**config.mk**
```make
export PLATFORM = sky130hd
export DESIGN_NAME = dhp_host_port
export DESIGN_NICKNAME = d
export VERILOG_FILES = /design/src/dhp_pkg.sv /design/src/dhp_host_port.sv /design/src/dhp_fall_detect.sv
export SDC_FILE = /design/constraint.sdc
export NUM_CORES = 1
export LEC_CHECK = 0
export ABC_CLOCK_PERIOD_IN_PS = 1700
export BUFFER_PORTS_ARGS = -buffer_cell sky130_fd_sc_hd__buf_4
export CORE_MARGIN = 5
export CORE_UTILIZATION = 30
export CTS_BUF_LIST = sky130_fd_sc_hd__clkbuf_4 sky130_fd_sc_hd__clkbuf_8 sky130_fd_sc_hd__clkbuf_16
export DETAILED_ROUTE_END_ITERATION = 10
export SLEW_MARGIN = 20
export SYNTH_ARGS = -nofsm -noshare
export SYNTH_HDL_FRONTEND = slang
export SYNTH_HIERARCHICAL = 1
export SYNTH_SLANG_ARGS = --single-unit
```
**constraint.sdc**
```tcl
create_clock -name MCLK -period 1.7 [get_ports MCLK]
set_input_delay 0.17 -clock MCLK [delete_from_list [all_inputs] [get_ports MCLK]]
set_output_delay 0.17 -clock MCLK [all_outputs]
set_load 0.05 [all_outputs]
```
**src/dhp_pkg.sv**
```systemverilog
// Shared constants and carrier types for the dual protocol host port
package dhp_pkg;

  // ----------------------------------------------------------------
  // Widths
  // ----------------------------------------------------------------
  localparam int DATA_W    = 8;
  localparam int ADDR_W    = 5;
  localparam int MUX_IDX_W = 4;
  localparam int ID_W      = 4;

  // ----------------------------------------------------------------
  // Strap encodings
  // ----------------------------------------------------------------
  localparam logic PROTO_LATCH  = 1'b1;
  localparam logic PROTO_STROBE = 1'b0;
  localparam logic BUS_MUXED    = 1'b1;
  localparam logic DIR_READ     = 1'b1;

  // ----------------------------------------------------------------
  // Completion levels and reset values
  // ----------------------------------------------------------------
  localparam logic DONE_LATCH_ACTIVE  = 1'b1;
  localparam logic DONE_STROBE_ACTIVE = 1'b0;
  localparam logic OE_N_OFF           = 1'b1;
  localparam logic OE_N_ON            = 1'b0;
  localparam logic [DATA_W-1:0] RDATA_RESET = 8'h00;

  // Field positions on the shared address/data lines
  localparam int ID_LSB = 4;

  // Strobe bit positions in the fall detector vector
  localparam int EDGE_W   = 3;
  localparam int EDGE_ALE = 0;
  localparam int EDGE_WDS = 1;
  localparam int EDGE_RD  = 2;

  // ----------------------------------------------------------------
  // Types
  // ----------------------------------------------------------------
  typedef struct packed {
    logic              write;
    logic              read;
    logic [ADDR_W-1:0] addr;
    logic [DATA_W-1:0] wdata;
  } dhp_reg_req_t;

  localparam dhp_reg_req_t REQ_RESET = '{write: 1'b0, read: 1'b0, addr: 5'h00, wdata: 8'h00};

  typedef enum logic [1:0] {
    DHP_IDLE,
    DHP_READ_WAIT,
    DHP_HOLD
  } dhp_state_t;

endpackage : dhp_pkg

```
**src/dhp_host_port.sv**
```systemverilog
// Parallel host port: two bus protocols, muxed or separate address and data
`timescale 1ns/10ps
`default_nettype none
module dhp_host_port
  import dhp_pkg::*;
(
  // Clock and reset
  input  wire logic                  MCLK,
  input  wire logic                  RST,
  // Straps
  input  wire logic                  HOST_PROTOCOL_SEL,
  input  wire logic                  HOST_BUS_MULTIPLEX_SEL,
  input  wire logic                  INT_SEL_EN,
  input  wire logic [dhp_pkg::ID_W-1:0] INT_SEL_ID,
  // Host control pins
  input  wire logic                  CHIP_SEL_N,
  input  wire logic                  WRITE_OR_DATA_STROBE_N,
  input  wire logic                  READ_OR_DIRECTION,
  input  wire logic                  ADDR_LATCH_OR_STROBE,
  // Host address and data pins
  input  wire logic [dhp_pkg::ADDR_W-1:0] HOST_ADDR,
  input  wire logic [dhp_pkg::DATA_W-1:0] HOST_ADDR_DATA_IN,
  output logic      [dhp_pkg::DATA_W-1:0] HOST_ADDR_DATA_OUT,
  output logic                       HOST_ADDR_DATA_OE_N,
  // Completion pin
  output logic                       TRANSFER_DONE_OUT,
  output logic                       TRANSFER_DONE_OE_N,
  // Internal register side
  output dhp_pkg::dhp_reg_req_t      REG_REQ,
  input  wire logic [dhp_pkg::DATA_W-1:0] REG_RDATA
);

  import dhp_pkg::*;

  // ----------------------------------------------------------------
  // Strobe decode
  // ----------------------------------------------------------------
  logic [EDGE_W-1:0] fall;
  logic              latch_mode;
  logic              muxed;
  logic              int_sel_used;
  logic              id_hit;
  logic              cs_ok;
  logic              start_wr;
  logic              start_rd;
  logic              strobe_active;
  dhp_state_t        state_reg;
  dhp_state_t        state_next;
  logic              sel_reg;
  logic              is_read_reg;
  logic              wr_pulse_reg;
  logic              rd_pulse_reg;
  logic [ADDR_W-1:0] addr_reg;
  logic [DATA_W-1:0] wdata_reg;
  logic [DATA_W-1:0] rdata_reg;
  logic              data_oe_n_reg;
  logic              done_reg;
  logic              done_oe_n_reg;

  // One detector for all three strobe lines
  dhp_fall_detect #(
    .W (EDGE_W)
  ) u_fall (
    .clk   (MCLK),
    .rst   (RST),
    .level ({READ_OR_DIRECTION, WRITE_OR_DATA_STROBE_N, ADDR_LATCH_OR_STROBE}),
    .fall  (fall)
  );

  // Mode and selection terms
  assign latch_mode   = (HOST_PROTOCOL_SEL == PROTO_LATCH);
  assign muxed        = (HOST_BUS_MULTIPLEX_SEL == BUS_MUXED);
  assign int_sel_used = muxed && INT_SEL_EN;
  assign id_hit       = (HOST_ADDR_DATA_IN[ID_LSB +: ID_W] == INT_SEL_ID);
  assign cs_ok        = !CHIP_SEL_N;

  // Access starts; in strobe style the direction line is sampled at the strobe
  assign start_wr = sel_reg && cs_ok && (latch_mode ? fall[EDGE_WDS]
                  : (fall[EDGE_WDS] && READ_OR_DIRECTION != DIR_READ));
  assign start_rd = sel_reg && cs_ok && (latch_mode ? fall[EDGE_RD]
                  : (fall[EDGE_WDS] && READ_OR_DIRECTION == DIR_READ));

  // Strobe of the current access still held low by the host
  always_comb begin
    if (!latch_mode) begin
      strobe_active = !WRITE_OR_DATA_STROBE_N;
    end else if (is_read_reg) begin
      strobe_active = !READ_OR_DIRECTION;
    end else begin
      strobe_active = !WRITE_OR_DATA_STROBE_N;
    end
  end

  // ----------------------------------------------------------------
  // Address phase
  // ----------------------------------------------------------------
  // Both protocols latch on the high-to-low transition of the same pin
  always_ff @(posedge MCLK or posedge RST) begin
    if (RST) begin
      sel_reg     <= 1'b0;
      addr_reg    <= REQ_RESET.addr;
    end else if (fall[EDGE_ALE]) begin
      sel_reg <= cs_ok && (!int_sel_used || id_hit);
      if (cs_ok) begin
        // Only the low lines index a register on the shared bus
        addr_reg <= muxed ? ADDR_W'(HOST_ADDR_DATA_IN[MUX_IDX_W-1:0])
                          : HOST_ADDR;
      end
    end
  end

  // ----------------------------------------------------------------
  // Transfer sequencer
  // ----------------------------------------------------------------
  always_comb begin
    state_next = state_reg;
    unique case (state_reg)
      DHP_IDLE: begin
        if (start_wr) begin
          state_next = DHP_HOLD;
        end else if (start_rd) begin
          state_next = DHP_READ_WAIT;
        end
      end
      DHP_READ_WAIT: begin
        state_next = DHP_HOLD;
      end
      DHP_HOLD: begin
        // Hold completion until the host lets go of its strobe
        if (!strobe_active || CHIP_SEL_N) begin
          state_next = DHP_IDLE;
        end
      end
    endcase
  end

  // State register
  always_ff @(posedge MCLK or posedge RST) begin
    if (RST) begin
      state_reg <= DHP_IDLE;
    end else begin
      state_reg <= state_next;
    end
  end

  // Direction of the access in flight
  always_ff @(posedge MCLK or posedge RST) begin
    if (RST) begin
      is_read_reg <= 1'b0;
    end else if (state_reg == DHP_IDLE && (start_wr || start_rd)) begin
      is_read_reg <= start_rd && !start_wr;
    end
  end

  // Register strobes are one-cycle pulses; unselected cycles never reach them
  always_ff @(posedge MCLK or posedge RST) begin
    if (RST) begin
      wr_pulse_reg <= REQ_RESET.write;
      rd_pulse_reg <= REQ_RESET.read;
      wdata_reg    <= REQ_RESET.wdata;
    end else begin
      wr_pulse_reg <= (state_reg == DHP_IDLE) && start_wr;
      rd_pulse_reg <= (state_reg == DHP_IDLE) && start_rd && !start_wr;
      if ((state_reg == DHP_IDLE) && start_wr) begin
        wdata_reg <= HOST_ADDR_DATA_IN;
      end
    end
  end

  // ----------------------------------------------------------------
  // Read data drive
  // ----------------------------------------------------------------
  // Register file answers in the same cycle as the read pulse
  always_ff @(posedge MCLK or posedge RST) begin
    if (RST) begin
      rdata_reg     <= RDATA_RESET;
      data_oe_n_reg <= OE_N_OFF;
    end else begin
      if (state_reg == DHP_READ_WAIT) begin
        rdata_reg <= REG_RDATA;
      end
      data_oe_n_reg <= (state_next == DHP_HOLD && (is_read_reg ||
                        state_reg == DHP_READ_WAIT)) ? OE_N_ON : OE_N_OFF;
    end
  end

  // ----------------------------------------------------------------
  // Completion pin
  // ----------------------------------------------------------------
  // Active level depends on protocol; driver floats while deselected
  always_ff @(posedge MCLK or posedge RST) begin
    if (RST) begin
      done_reg      <= DONE_STROBE_ACTIVE ^ 1'b1;
      done_oe_n_reg <= OE_N_OFF;
    end else begin
      if (state_next == DHP_HOLD) begin
        done_reg <= latch_mode ? DONE_LATCH_ACTIVE : DONE_STROBE_ACTIVE;
      end else begin
        done_reg <= latch_mode ? !DONE_LATCH_ACTIVE : !DONE_STROBE_ACTIVE;
      end
      done_oe_n_reg <= CHIP_SEL_N ? OE_N_OFF : OE_N_ON;
    end
  end

  assign REG_REQ             = '{write: wr_pulse_reg, read: rd_pulse_reg,
                                 addr: addr_reg, wdata: wdata_reg};
  assign HOST_ADDR_DATA_OUT  = rdata_reg;
  assign HOST_ADDR_DATA_OE_N = data_oe_n_reg;
  assign TRANSFER_DONE_OUT   = done_reg;
  assign TRANSFER_DONE_OE_N  = done_oe_n_reg;
endmodule : dhp_host_port
`default_nettype wire

```
**src/dhp_fall_detect.sv**
```systemverilog
// Falling edge detector for a group of synchronous strobe inputs
`timescale 1ns/10ps
`default_nettype none
module dhp_fall_detect #(
  parameter int W = 1
) (
  // Clock and reset
  input  wire logic         clk,
  input  wire logic         rst,
  // Levels in, one-cycle falls out
  input  wire logic [W-1:0] level,
  output logic      [W-1:0] fall
);

  logic [W-1:0] prev_reg;
  logic         armed_reg;

  // Idle strobes sit high, so reset to high avoids a false fall
  always_ff @(posedge clk or posedge rst) begin
    if (rst) begin
      prev_reg <= '1;
    end else begin
      prev_reg <= level;
    end
  end

  // A pin that idles low would look like a fall on the first edge; arm one edge later
  always_ff @(posedge clk or posedge rst) begin
    if (rst) begin
      armed_reg <= 1'b0;
    end else begin
      armed_reg <= 1'b1;
    end
  end

  assign fall = armed_reg ? (prev_reg & ~level) : '0;

endmodule : dhp_fall_detect
`default_nettype wire

```
==> results.json, run 1 <==
{
  "dp.final_hpwl_um": 2610,
  "status": "completed",
  "rsz0062_at_grt": "no",
  "pin_count": 60,
  "die_w_um": 81.5,
  "power_frac_clock_pct": 16.3,
  "synth_cells": 122,
  "cts_buffer_depth": 2,
  "gp_congestion": 0.839,
  "intPower_uw": 2080,
  "arrival_ns": 1.81,
  "die_area_um2": 6640,
  "synth_fp_nets": 159,
  "syn_area_um2": 1530,
  "post-route-period-util_pct": 94.7,
  "synth-seq-cells": 34,
  "hold_violations": 0,
  "grt_pass1_vias": 1119,
  "die_h_um": 81.5,
  "fin_worst_skew_ns": 0.00985,
  "switching_power_uw": 1560,
  "avgRoutedWirePerCell_um": 12.8,
  "drcViolationCount": 0,
  "grt_first_pass_wirelength_um": 5180,
  "p_sw_share_pct": 42.8,
  "nets": 225,
  "final-setup-viol-count": 0,
  "p_comb_share_pct": 50.5,
  "tns_ns": 0,
  "totalPowerFinal_uw": 3650,
  "cts_setup_buffers": 0,
  "vias": 1109,
  "path_max_fanout": 3,
  "start_kind": "register",
  "start_util_pct": 30.4,
  "criticalPathCategory": "register to register",
  "grt_start_max_net_pins": 31,
  "power_density_nw_per_um2": 1670,
  "antennaDiodeCount": 0,
  "rows": 26,
  "clk_pin_slew_ns": 0.06,
  "numCtsBuffers": 5,
  "fmax_mhz": 621,
  "drt_wl_total_um": 3310,
  "htree_levels": 2,
  "yosysWarnings": 6,
  "p_leak_uw": 0.00105,
  "syn_to_final_growth_pct": 42.4,
  "clock_sinks": 34,
  "grt_antenna_before_repair": 0,
  "viasPerCell": 4.28,
  "dr.pass1.iters": 4,
  "root_buffer": "clkbuf_8",
  "cts_tree": "yes",
  "drive_gt1_share_pct": 53.4,
  "required_ns": 1.90,
  "gr-usage-all-layers_pct": 10.5,
  "power.share.sequential_pct": 33.2,
  "grt_overflow": 0,
  "final_core_util_pct": 43.3,
  "layout_common_cells": "62 x buf_4, 28 x dfrtp_1, 17 x mux2_2",
  "clk_latency_ns": 0.28,
  "vdd.ir_drop.worst_mv": 0.654,
  "ys_types": 32,
  "period_needed_ns": 1.61,
  "min_path_type": "input port to register",
  "portBuffers": 59,
  "core_area_um2": 5040,
  "drt_iter0_markers": 20,
  "antenna_left": 0,
  "drv_slew": 0,
  "drv_cap": 0,
  "end_kind": "register",
  "syn_avg_cell_area_um2": 12.6,
  "yosysSeqAreaShare_pct": 56.0,
  "final_common_cell": "buf_4"
}
repair_timing:
action / CTS / global route
resized for setup: 0 / 3
hold buffers: 3 / 0
hold endpoints to repair: 33 / 0
setup endpoints to repair: 0 / 9
through the flow:
step	area, um2	hold WS (ns)	instances	setup WS (ns)
finish	2180	0.0174	259	0.0894
global route	2180	0.000639	259	0.00159
CTS	2170	0.00278	259	0.0216
detailed placement	2050	0.0750	248	0.0436
global placement	2050	0.0735	248	0.0932
floorplan	1530	-0.0661	122	0.166
Yosys cell counts:
master / count / share of area, %
buf_4: 2 / 0.98
clkbuf_1: 3 / 0.73
nor2b_4: 1 / 0.90
or3_1: 1 / 0.41
mux2i_1: 5 / 3.3
nand3b_1: 1 / 0.49
a31oi_2: 1 / 0.82
o32ai_4: 1 / 1.8
inv_1: 7 / 1.7
ha_1: 3 / 2.4
nand3_1: 4 / 1.3
a31oi_1: 1 / 0.41
nand4_1: 1 / 0.41
and3b_1: 3 / 1.7
nor3_1: 1 / 0.33
buf_6: 1 / 0.73
mux2_2: 17 / 12
nand4b_1: 1 / 0.57
a21oi_1: 3 / 0.98
a21o_2: 1 / 0.57
nor2_1: 1 / 0.24
conb_1: 1 / 0.24
dfstp_2: 6 / 10
xnor2_1: 5 / 2.9
a211oi_1: 1 / 0.49
nand2_1: 9 / 2.2
nand2b_1: 3 / 1.2
o21ai_0: 7 / 2.3
dfrtp_1: 28 / 46
nand2_2: 1 / 0.41
and3_1: 1 / 0.41
a21bo_2: 1 / 0.65
logic make-up (layout without fill, tap and decap cells):
| kind of cell | count (synthesis) | after routing | share of synthesized area [%] |
|---|---|---|---|
| AO/OA/AOI/OAI | 16 | 16 | 7.99 |
| XOR/XNOR | 5 | 5 | 2.85 |
| adder cells (fa/ha/maj) | 3 | 3 | 2.45 |
| buffers and inverters | 13 | 80 | 4.16 |
| flip-flops | 34 | 34 | 56.0 |
| multiplexers | 22 | 22 | 15.7 |
| other | 1 | 1 | 0.244 |
| AND/OR/NAND/NOR | 28 | 28 | 10.6 |
worst max-delay path, stage by stage, from the launching register on:
cell,delay (ns)
dfrtp_1,0.39
and3b_1,0.20
a21o_2,0.20
a21oi_1,0.24
o32ai_4,0.12
or3_1,0.39
per-layer routing:
layer | GRT usage (%) | vias up | part of all wire [%]
met4 | 3.55 | 0 | 1.5
met3 | 5.92 | 6 | 12
met1 | 12.4 | 510 | 42
li1 | - | 546 | -
met5 | 0 | - | 0
met2 | 16.1 | 47 | 44
path summary, 6_finish.rpt:
check,startpoint,slack [ns],cells past startpoint,end
hold reg to reg,addr_reg[4]$_DFFE_PP0P_,0.49,2,addr_reg[4]$_DFFE_PP0P_
setup reg to reg,u_fall/armed_reg$_DFF_PP0_,0.09,5,HOST_ADDR_DATA_OE_N$_DFF_PP1_
min in group asynchronous,RST,0.33,3,u_fall/armed_reg$_DFF_PP0_
max in group asynchronous,RST,0.85,4,TRANSFER_DONE_OE_N$_DFF_PP1_
setup / recovery,u_fall/armed_reg$_DFF_PP0_,0.09,5,HOST_ADDR_DATA_OE_N$_DFF_PP1_
hold / removal,READ_OR_DIRECTION,0.02,1,u_fall/prev_reg[2]$_DFF_PP1_
layout make-up:
cell class,count,area [um2]
Clock inverter,1,7.51
Inverter,7,26.3
Sequential cell,34,858
Multi-Input combinational cell,75,626
Clock buffer,7,83.8
Timing Repair Buffer,65,495
Tap cell,70,87.6
Fill cell,497,2860
power by group through the flow:
stage | clock network, uW | logic, uW | registers (uW)
floorplan | 0 | 497 | 1980
global placement | 0 | 1810 | 1230
detailed placement | 0 | 1820 | 1230
CTS | 627 | 1830 | 1220
global route | 657 | 1950 | 1250
finish | 595 | 1840 | 1210
Note: power is estimated with default switching activity, not from simulation.
==> inputs of run 2 (changes only) <==
ABC_AREA = 1   (was default)
==> results.json, run 2 <==
{
  "status": "completed",
  "switching_power_uw": 1670,
  "intPower_uw": 2040,
  "async_reset_ff_share_pct": 100,
  "antennaDiodeCount": 0,
  "ys_top_cells_by_count": "62 x nand2_1, 28 x dfrtp_1, 20 x inv_1",
  "synth_edf_count": 0,
  "required_ns": 1.90,
  "drv_slew": 0,
  "worstHoldStart": "CHIP_SEL_N",
  "cts_buffer_depth": 2,
  "synth_fp_nets": 208,
  "path_max_fanout": 3,
  "numCtsBuffers": 5,
  "yosysSeqAreaShare_pct": 55.9,
  "htree_levels": 2,
  "layout_common_cells": "62 x nand2_1, 62 x buf_4, 28 x dfrtp_1",
  "syn_to_final_growth_pct": 44.7,
  "clk_pin_slew_ns": 0.07,
  "antenna_left": 0,
  "end_kind": "register",
  "criticalPathCategory": "input port to register",
  "drt_wl_total_um": 3570,
  "dp.final_hpwl_um": 2820,
  "start_util_pct": 30.4,
  "syn_avg_cell_area_um2": 8.98,
  "clock_sinks": 34,
  "viasPerCell": 4.16,
  "fin_worst_skew_ns": 0.00623,
  "cts_setup_buffers": 0,
  "cts_tree": "yes",
  "relSlewSlack_pct": 63.3,
  "r2r-end": "HOST_ADDR_DATA_OE_N$_DFF_PP1_",
  "post-route-period-util_pct": 85.9,
  "synth_cells": 171,
  "dpl.cell_count": 301,
  "cts_hold_buf": 2,
  "tns_ns": 0,
  "core_area_um2": 5040,
  "drive_gt1_share_pct": 38.0,
  "drcViolationCount": 0,
  "nets": 278,
  "arrival_ns": 1.66,
  "fillers": 518,
  "p_sw_share_pct": 45.1,
  "yosysWarnings": 6,
  "gr-usage-all-layers_pct": 12.4,
  "avgRoutedWirePerCell_um": 11.4,
  "fmax_mhz": 685,
  "dr.pass1.iters": 4,
  "portBuffers": 59,
  "power.share.sequential_pct": 33.7,
  "vdd.ir_drop.worst_mv": 0.907,
  "final-setup-viol-count": 0,
  "drt_iter0_markers": 18,
  "rrSetupSlack_ns": 0.28,
  "synth-seq-cells": 34,
  "totalPowerFinal_uw": 3710,
  "final_cells": 312,
  "die_w_um": 81.5,
  "worst_pin_slew_ns": 0.549,
  "rsz0062_at_grt": "no",
  "synth_top_area_share_pct": 45.6,
  "yosys.cell_count.top_type": "nand2_1",
  "min_delay_path_depth": 1,
  "syn_area_um2": 1540,
  "cts_resized": 0,
  "grt_first_pass_wirelength_um": 6200,
  "start_kind": "input port",
  "grt_start_max_net_pins": 19,
  "grt_antenna_before_repair": 0,
  "die_area_um2": 6650,
  "r2r_cells": 9,
  "period_needed_ns": 1.46,
  "min_path_type": "input port to register",
  "p_comb_share_pct": 49.6,
  "p_leak_uw": 0.00115,
  "power_density_nw_per_um2": 1670,
  "drv_cap": 0,
  "min_to": "TRANSFER_DONE_OE_N$_DFF_PP1_",
  "reg2reg_from": "u_fall/prev_reg[1]$_DFF_PP1_",
  "vias": 1298,
  "ys_types": 23,
  "synth_flop_cell": "dfrtp_1",
  "die_h_um": 81.5,
  "rows": 26,
  "power_frac_clock_pct": 16.7,
  "hold_violations": 0,
  "gp_congestion": 0.799,
  "grt_pass1_vias": 1368,
  "clk_latency_ns": 0.28,
  "synthTopCellsByArea": "dfrtp_1 46%, nand2_1 15%, dfstp_2 10%",
  "pin_count": 60,
  "grt_overflow": 0,
  "root_buffer": "clkbuf_8",
  "yosysTopAreaCell": "dfrtp_1"
}
run 2: how the worst max path moves through the flow:
stage / startpoint / depth (start not counted) / endpoint
final: WRITE_OR_DATA_STROBE_N / 10 / HOST_ADDR_DATA_OE_N$_DFF_PP1_
after global routing: WRITE_OR_DATA_STROBE_N / 13 / TRANSFER_DONE_OUT$_DFF_PP1_
after CTS: u_fall/prev_reg[1]$_DFF_PP1_ / 9 / HOST_ADDR_DATA_OE_N$_DFF_PP1_
after detailed placement: u_fall/prev_reg[1]$_DFF_PP1_ / 9 / HOST_ADDR_DATA_OE_N$_DFF_PP1_
after global placement: u_fall/prev_reg[1]$_DFF_PP1_ / 10 / TRANSFER_DONE_OUT$_DFF_PP1_
after floorplan: u_fall/prev_reg[1]$_DFF_PP1_ / 6 / wdata_reg[0]$_DFFE_PP0P_
run 2: cells by family after synthesis:
logic type	count (synthesis)	share of synthesized area, %
adders and majority gates	3	2.45
xor gates and xnor gates	4	2.28
AOI/OAI and AO/OA	17	7.99
DFF	34	55.9
muxes	1	0.733
other	1	0.244
buffers and inverters	25	7.17
and+or+nand+nor	86	23.2
run 2: routing by layer:
layer	up-vias	wire length [um]	global-route usage, %
met1	585	1430	13.7
met5	-	0	0
met3	5	395	5.81
li1	660	-	-
met2	48	1690	20.4
met4	0	53	5.07
run 2: layout make-up:
class	instances	area (um2)	share of cell area [%]
flip-flops and latches	34	858	38.6
multi-input cells	112	567	25.5
repair buffers	67	536	24.1
clock buffers	7	90.1	4.05
well taps	70	87.6	3.94
inverters	21	78.8	3.55
clock inverters	1	5.00	0.225
run 2: power groups by stage:
stage                     Clock (uW)  Sequential, uW  Combinational, uW
after floorplan                    0            2090                446
after global placement             0            1260               1840
after detailed placement           0            1260               1860
after CTS                        646            1250               1870
after global routing             678            1290               1980
final                            618            1250               1840
run 2: through the flow:
step	instance area [um2]	util, %	setup WS, ns	hold slack, ns
5_1_grt	2220	44.1	0.0490	0.0101
3_3_place_gp	2100	41.6	0.319	0.0700
4_1_cts	2210	43.9	0.261	0.00129
2_1_floorplan	1540	-	0.275	-0.0661
6_report	2220	44.1	0.240	0.0268
3_5_place_dp	2100	41.6	0.270	0.0750
run 2: worst max-delay path, stage by stage:
cell,delay [ns]
dlygate4sd3_1,0.54
buf_4,0.14
nor2_1,0.16
nand2_2,0.10
nor2_1,0.13
nor2_1,0.08
nand2_1,0.08
nand2_2,0.05
nor2_2,0.11
o21ai_0,0.10
==> inputs of run 3 (changes only) <==
ABC_CLOCK_PERIOD_IN_PS = 1500   (was 1700)
CORE_MARGIN = 4   (was 5)
clock period = 1.5 ns   (was 1.7 ns; I/O delays follow)
==> results.json, run 3 (same netlist as run 2, synthesis figures left out) <==
{
  "rrSetupSlack_ns": 0.04,
  "hold_violations": 0,
  "die_h_um": 79.5,
  "path_max_fanout": 5,
  "antennaDiodeCount": 0,
  "fin_worst_skew_ns": 0.00371,
  "gp_congestion": 0.807,
  "grt_overflow": 0,
  "numCtsBuffers": 5,
  "vias": 1320,
  "gr-usage-all-layers_pct": 11.7,
  "arrival_ns": 1.63,
  "final-setup-viol-count": 0,
  "clk_latency_ns": 0.28,
  "totalPowerFinal_uw": 4240,
  "drt_wl_total_um": 3560,
  "grt_start_max_net_pins": 31,
  "end_kind": "register",
  "cts_tree": "yes",
  "root_buffer": "clkbuf_8",
  "syn_to_final_growth_pct": 51.8,
  "cp_top_family": "flip-flops",
  "nets": 284,
  "grt_antenna_before_repair": 0,
  "max_stage_delay_ns": 0.53,
  "fillers": 490,
  "period_needed_ns": 1.46,
  "register_area_um2": 858,
  "required_ns": 1.67,
  "fmax_mhz": 685,
  "drcViolationCount": 0,
  "min_path_type": "input port to register",
  "rows": 25,
  "clock_sinks": 34,
  "vdd.ir_drop.worst_mv": 0.943,
  "path_buf_inv": 2,
  "grt_first_pass_wirelength_um": 5710,
  "post-route-period-util_pct": 97.4,
  "clk_pin_slew_ns": 0.07,
  "cp_cell_sequence": "nand2_2 > nor2_4 > nand2_4 > nor3b_4 > buf_6 > clkbuf_16 > o21ai_2",
  "min_to": "HOST_ADDR_DATA_OUT[6]$_DFFE_PP0P_",
  "final_common_cell": "buf_4",
  "dr.pass1.iters": 4,
  "worstHoldStart": "REG_RDATA[6]",
  "multiInputGateArea_um2": 599,
  "p_leak_uw": 0.00119,
  "grt_pass1_vias": 1301,
  "criticalPathCategory": "register to register",
  "power_density_nw_per_um2": 1820,
  "antenna_left": 0,
  "min_delay_path_depth": 3,
  "core_area_um2": 4850,
  "r2r-end": "wdata_reg[0]$_DFFE_PP0P_",
  "status": "completed",
  "drive_gt1_share_pct": 42.7,
  "drv_cap": 0,
  "start_kind": "register",
  "crit_slowest_cell": "dfstp_2",
  "layout_common_cells": "63 x buf_4, 56 x nand2_1, 28 x dfrtp_1",
  "tns_ns": 0,
  "die_w_um": 79.5,
  "r2r_cells": 7,
  "reg2reg_from": "u_fall/prev_reg[1]$_DFF_PP1_",
  "portBuffers": 59,
  "avgRoutedWirePerCell_um": 11.3,
  "viasPerCell": 4.19,
  "pin_count": 60,
  "dp.final_hpwl_um": 2570,
  "cts_buffer_depth": 2,
  "die_area_um2": 6330,
  "htree_levels": 2,
  "drt_iter0_markers": 79,
  "start_util_pct": 31.7,
  "rsz0062_at_grt": "yes",
  "drv_slew": 0
}
-- run 3: worst max-delay path by stage --
stage,to,startpoint,depth (start not counted)
floorplan,wdata_reg[0]$_DFFE_PP0P_,u_fall/prev_reg[1]$_DFF_PP1_,6
global placement,TRANSFER_DONE_OUT$_DFF_PP1_,u_fall/prev_reg[1]$_DFF_PP1_,10
detailed placement,TRANSFER_DONE_OUT$_DFF_PP1_,u_fall/prev_reg[1]$_DFF_PP1_,11
CTS,wdata_reg[0]$_DFFE_PP0P_,WRITE_OR_DATA_STROBE_N,8
global route,TRANSFER_DONE_OUT$_DFF_PP1_,u_fall/prev_reg[1]$_DFF_PP1_,12
finish,wdata_reg[0]$_DFFE_PP0P_,u_fall/prev_reg[1]$_DFF_PP1_,7
-- run 3: area by class of cell --
class | count | share of cell area [%]
clock buffer | 7 | 3.86
sequential | 34 | 36.8
inverter | 21 | 3.38
multi-input combinational | 112 | 25.7
clock inverter | 1 | 0.215
tap | 67 | 3.60
timing repair buffer | 73 | 26.4
-- run 3: report_power, final --
part,total [uW],leakage [uW],switching [uW],internal (uW)
Clock,702,0.0000517,313,388
Sequential,1420,0.000388,178,1250
Combinational,2110,0.000754,1430,686
-- run 3: repair_timing --
item / in CTS / in global routing
hold buffers: 5 / 0
setup buffers: 0 / 1
setup endpoints to repair: 0 / 10
hold endpoints to repair: 35 / 0
resized for setup: 0 / 13
-- run 3: metal layers --
layer	routed length, um	track usage [%]	share of wire [%]	vias up
met5	0	0	0	-
met4	42	3.61	1.2	0
met3	336	5.53	9.4	5
met2	1640	18.4	46	49
met1	1540	14.0	43	593
li1	-	-	-	673
-- run 3: worst register-to-register path, stage by stage (launching register included) --
cell and delay, ns:
dfstp_2 0.53, nand2_2 0.06, nor2_4 0.13, nand2_4 0.07
nor3b_4 0.20, buf_6 0.16, clkbuf_16 0.15, o21ai_2 0.05
-- run 3: metrics by stage --
step	util (%)	area, um2	setup slack, ns	std cells	hold WS [ns]
2_1_floorplan	-	1540	0.0753	171	-0.0861
3_3_place_gp	42.9	2080	0.117	298	0.0511
3_5_place_dp	42.9	2080	0.0886	298	0.0535
4_1_cts	45.9	2230	0.0633	311	0.0570
5_1_grt	48.1	2330	-0.0446	315	0.0625
6_report	48.1	2330	0.0395	315	0.0704
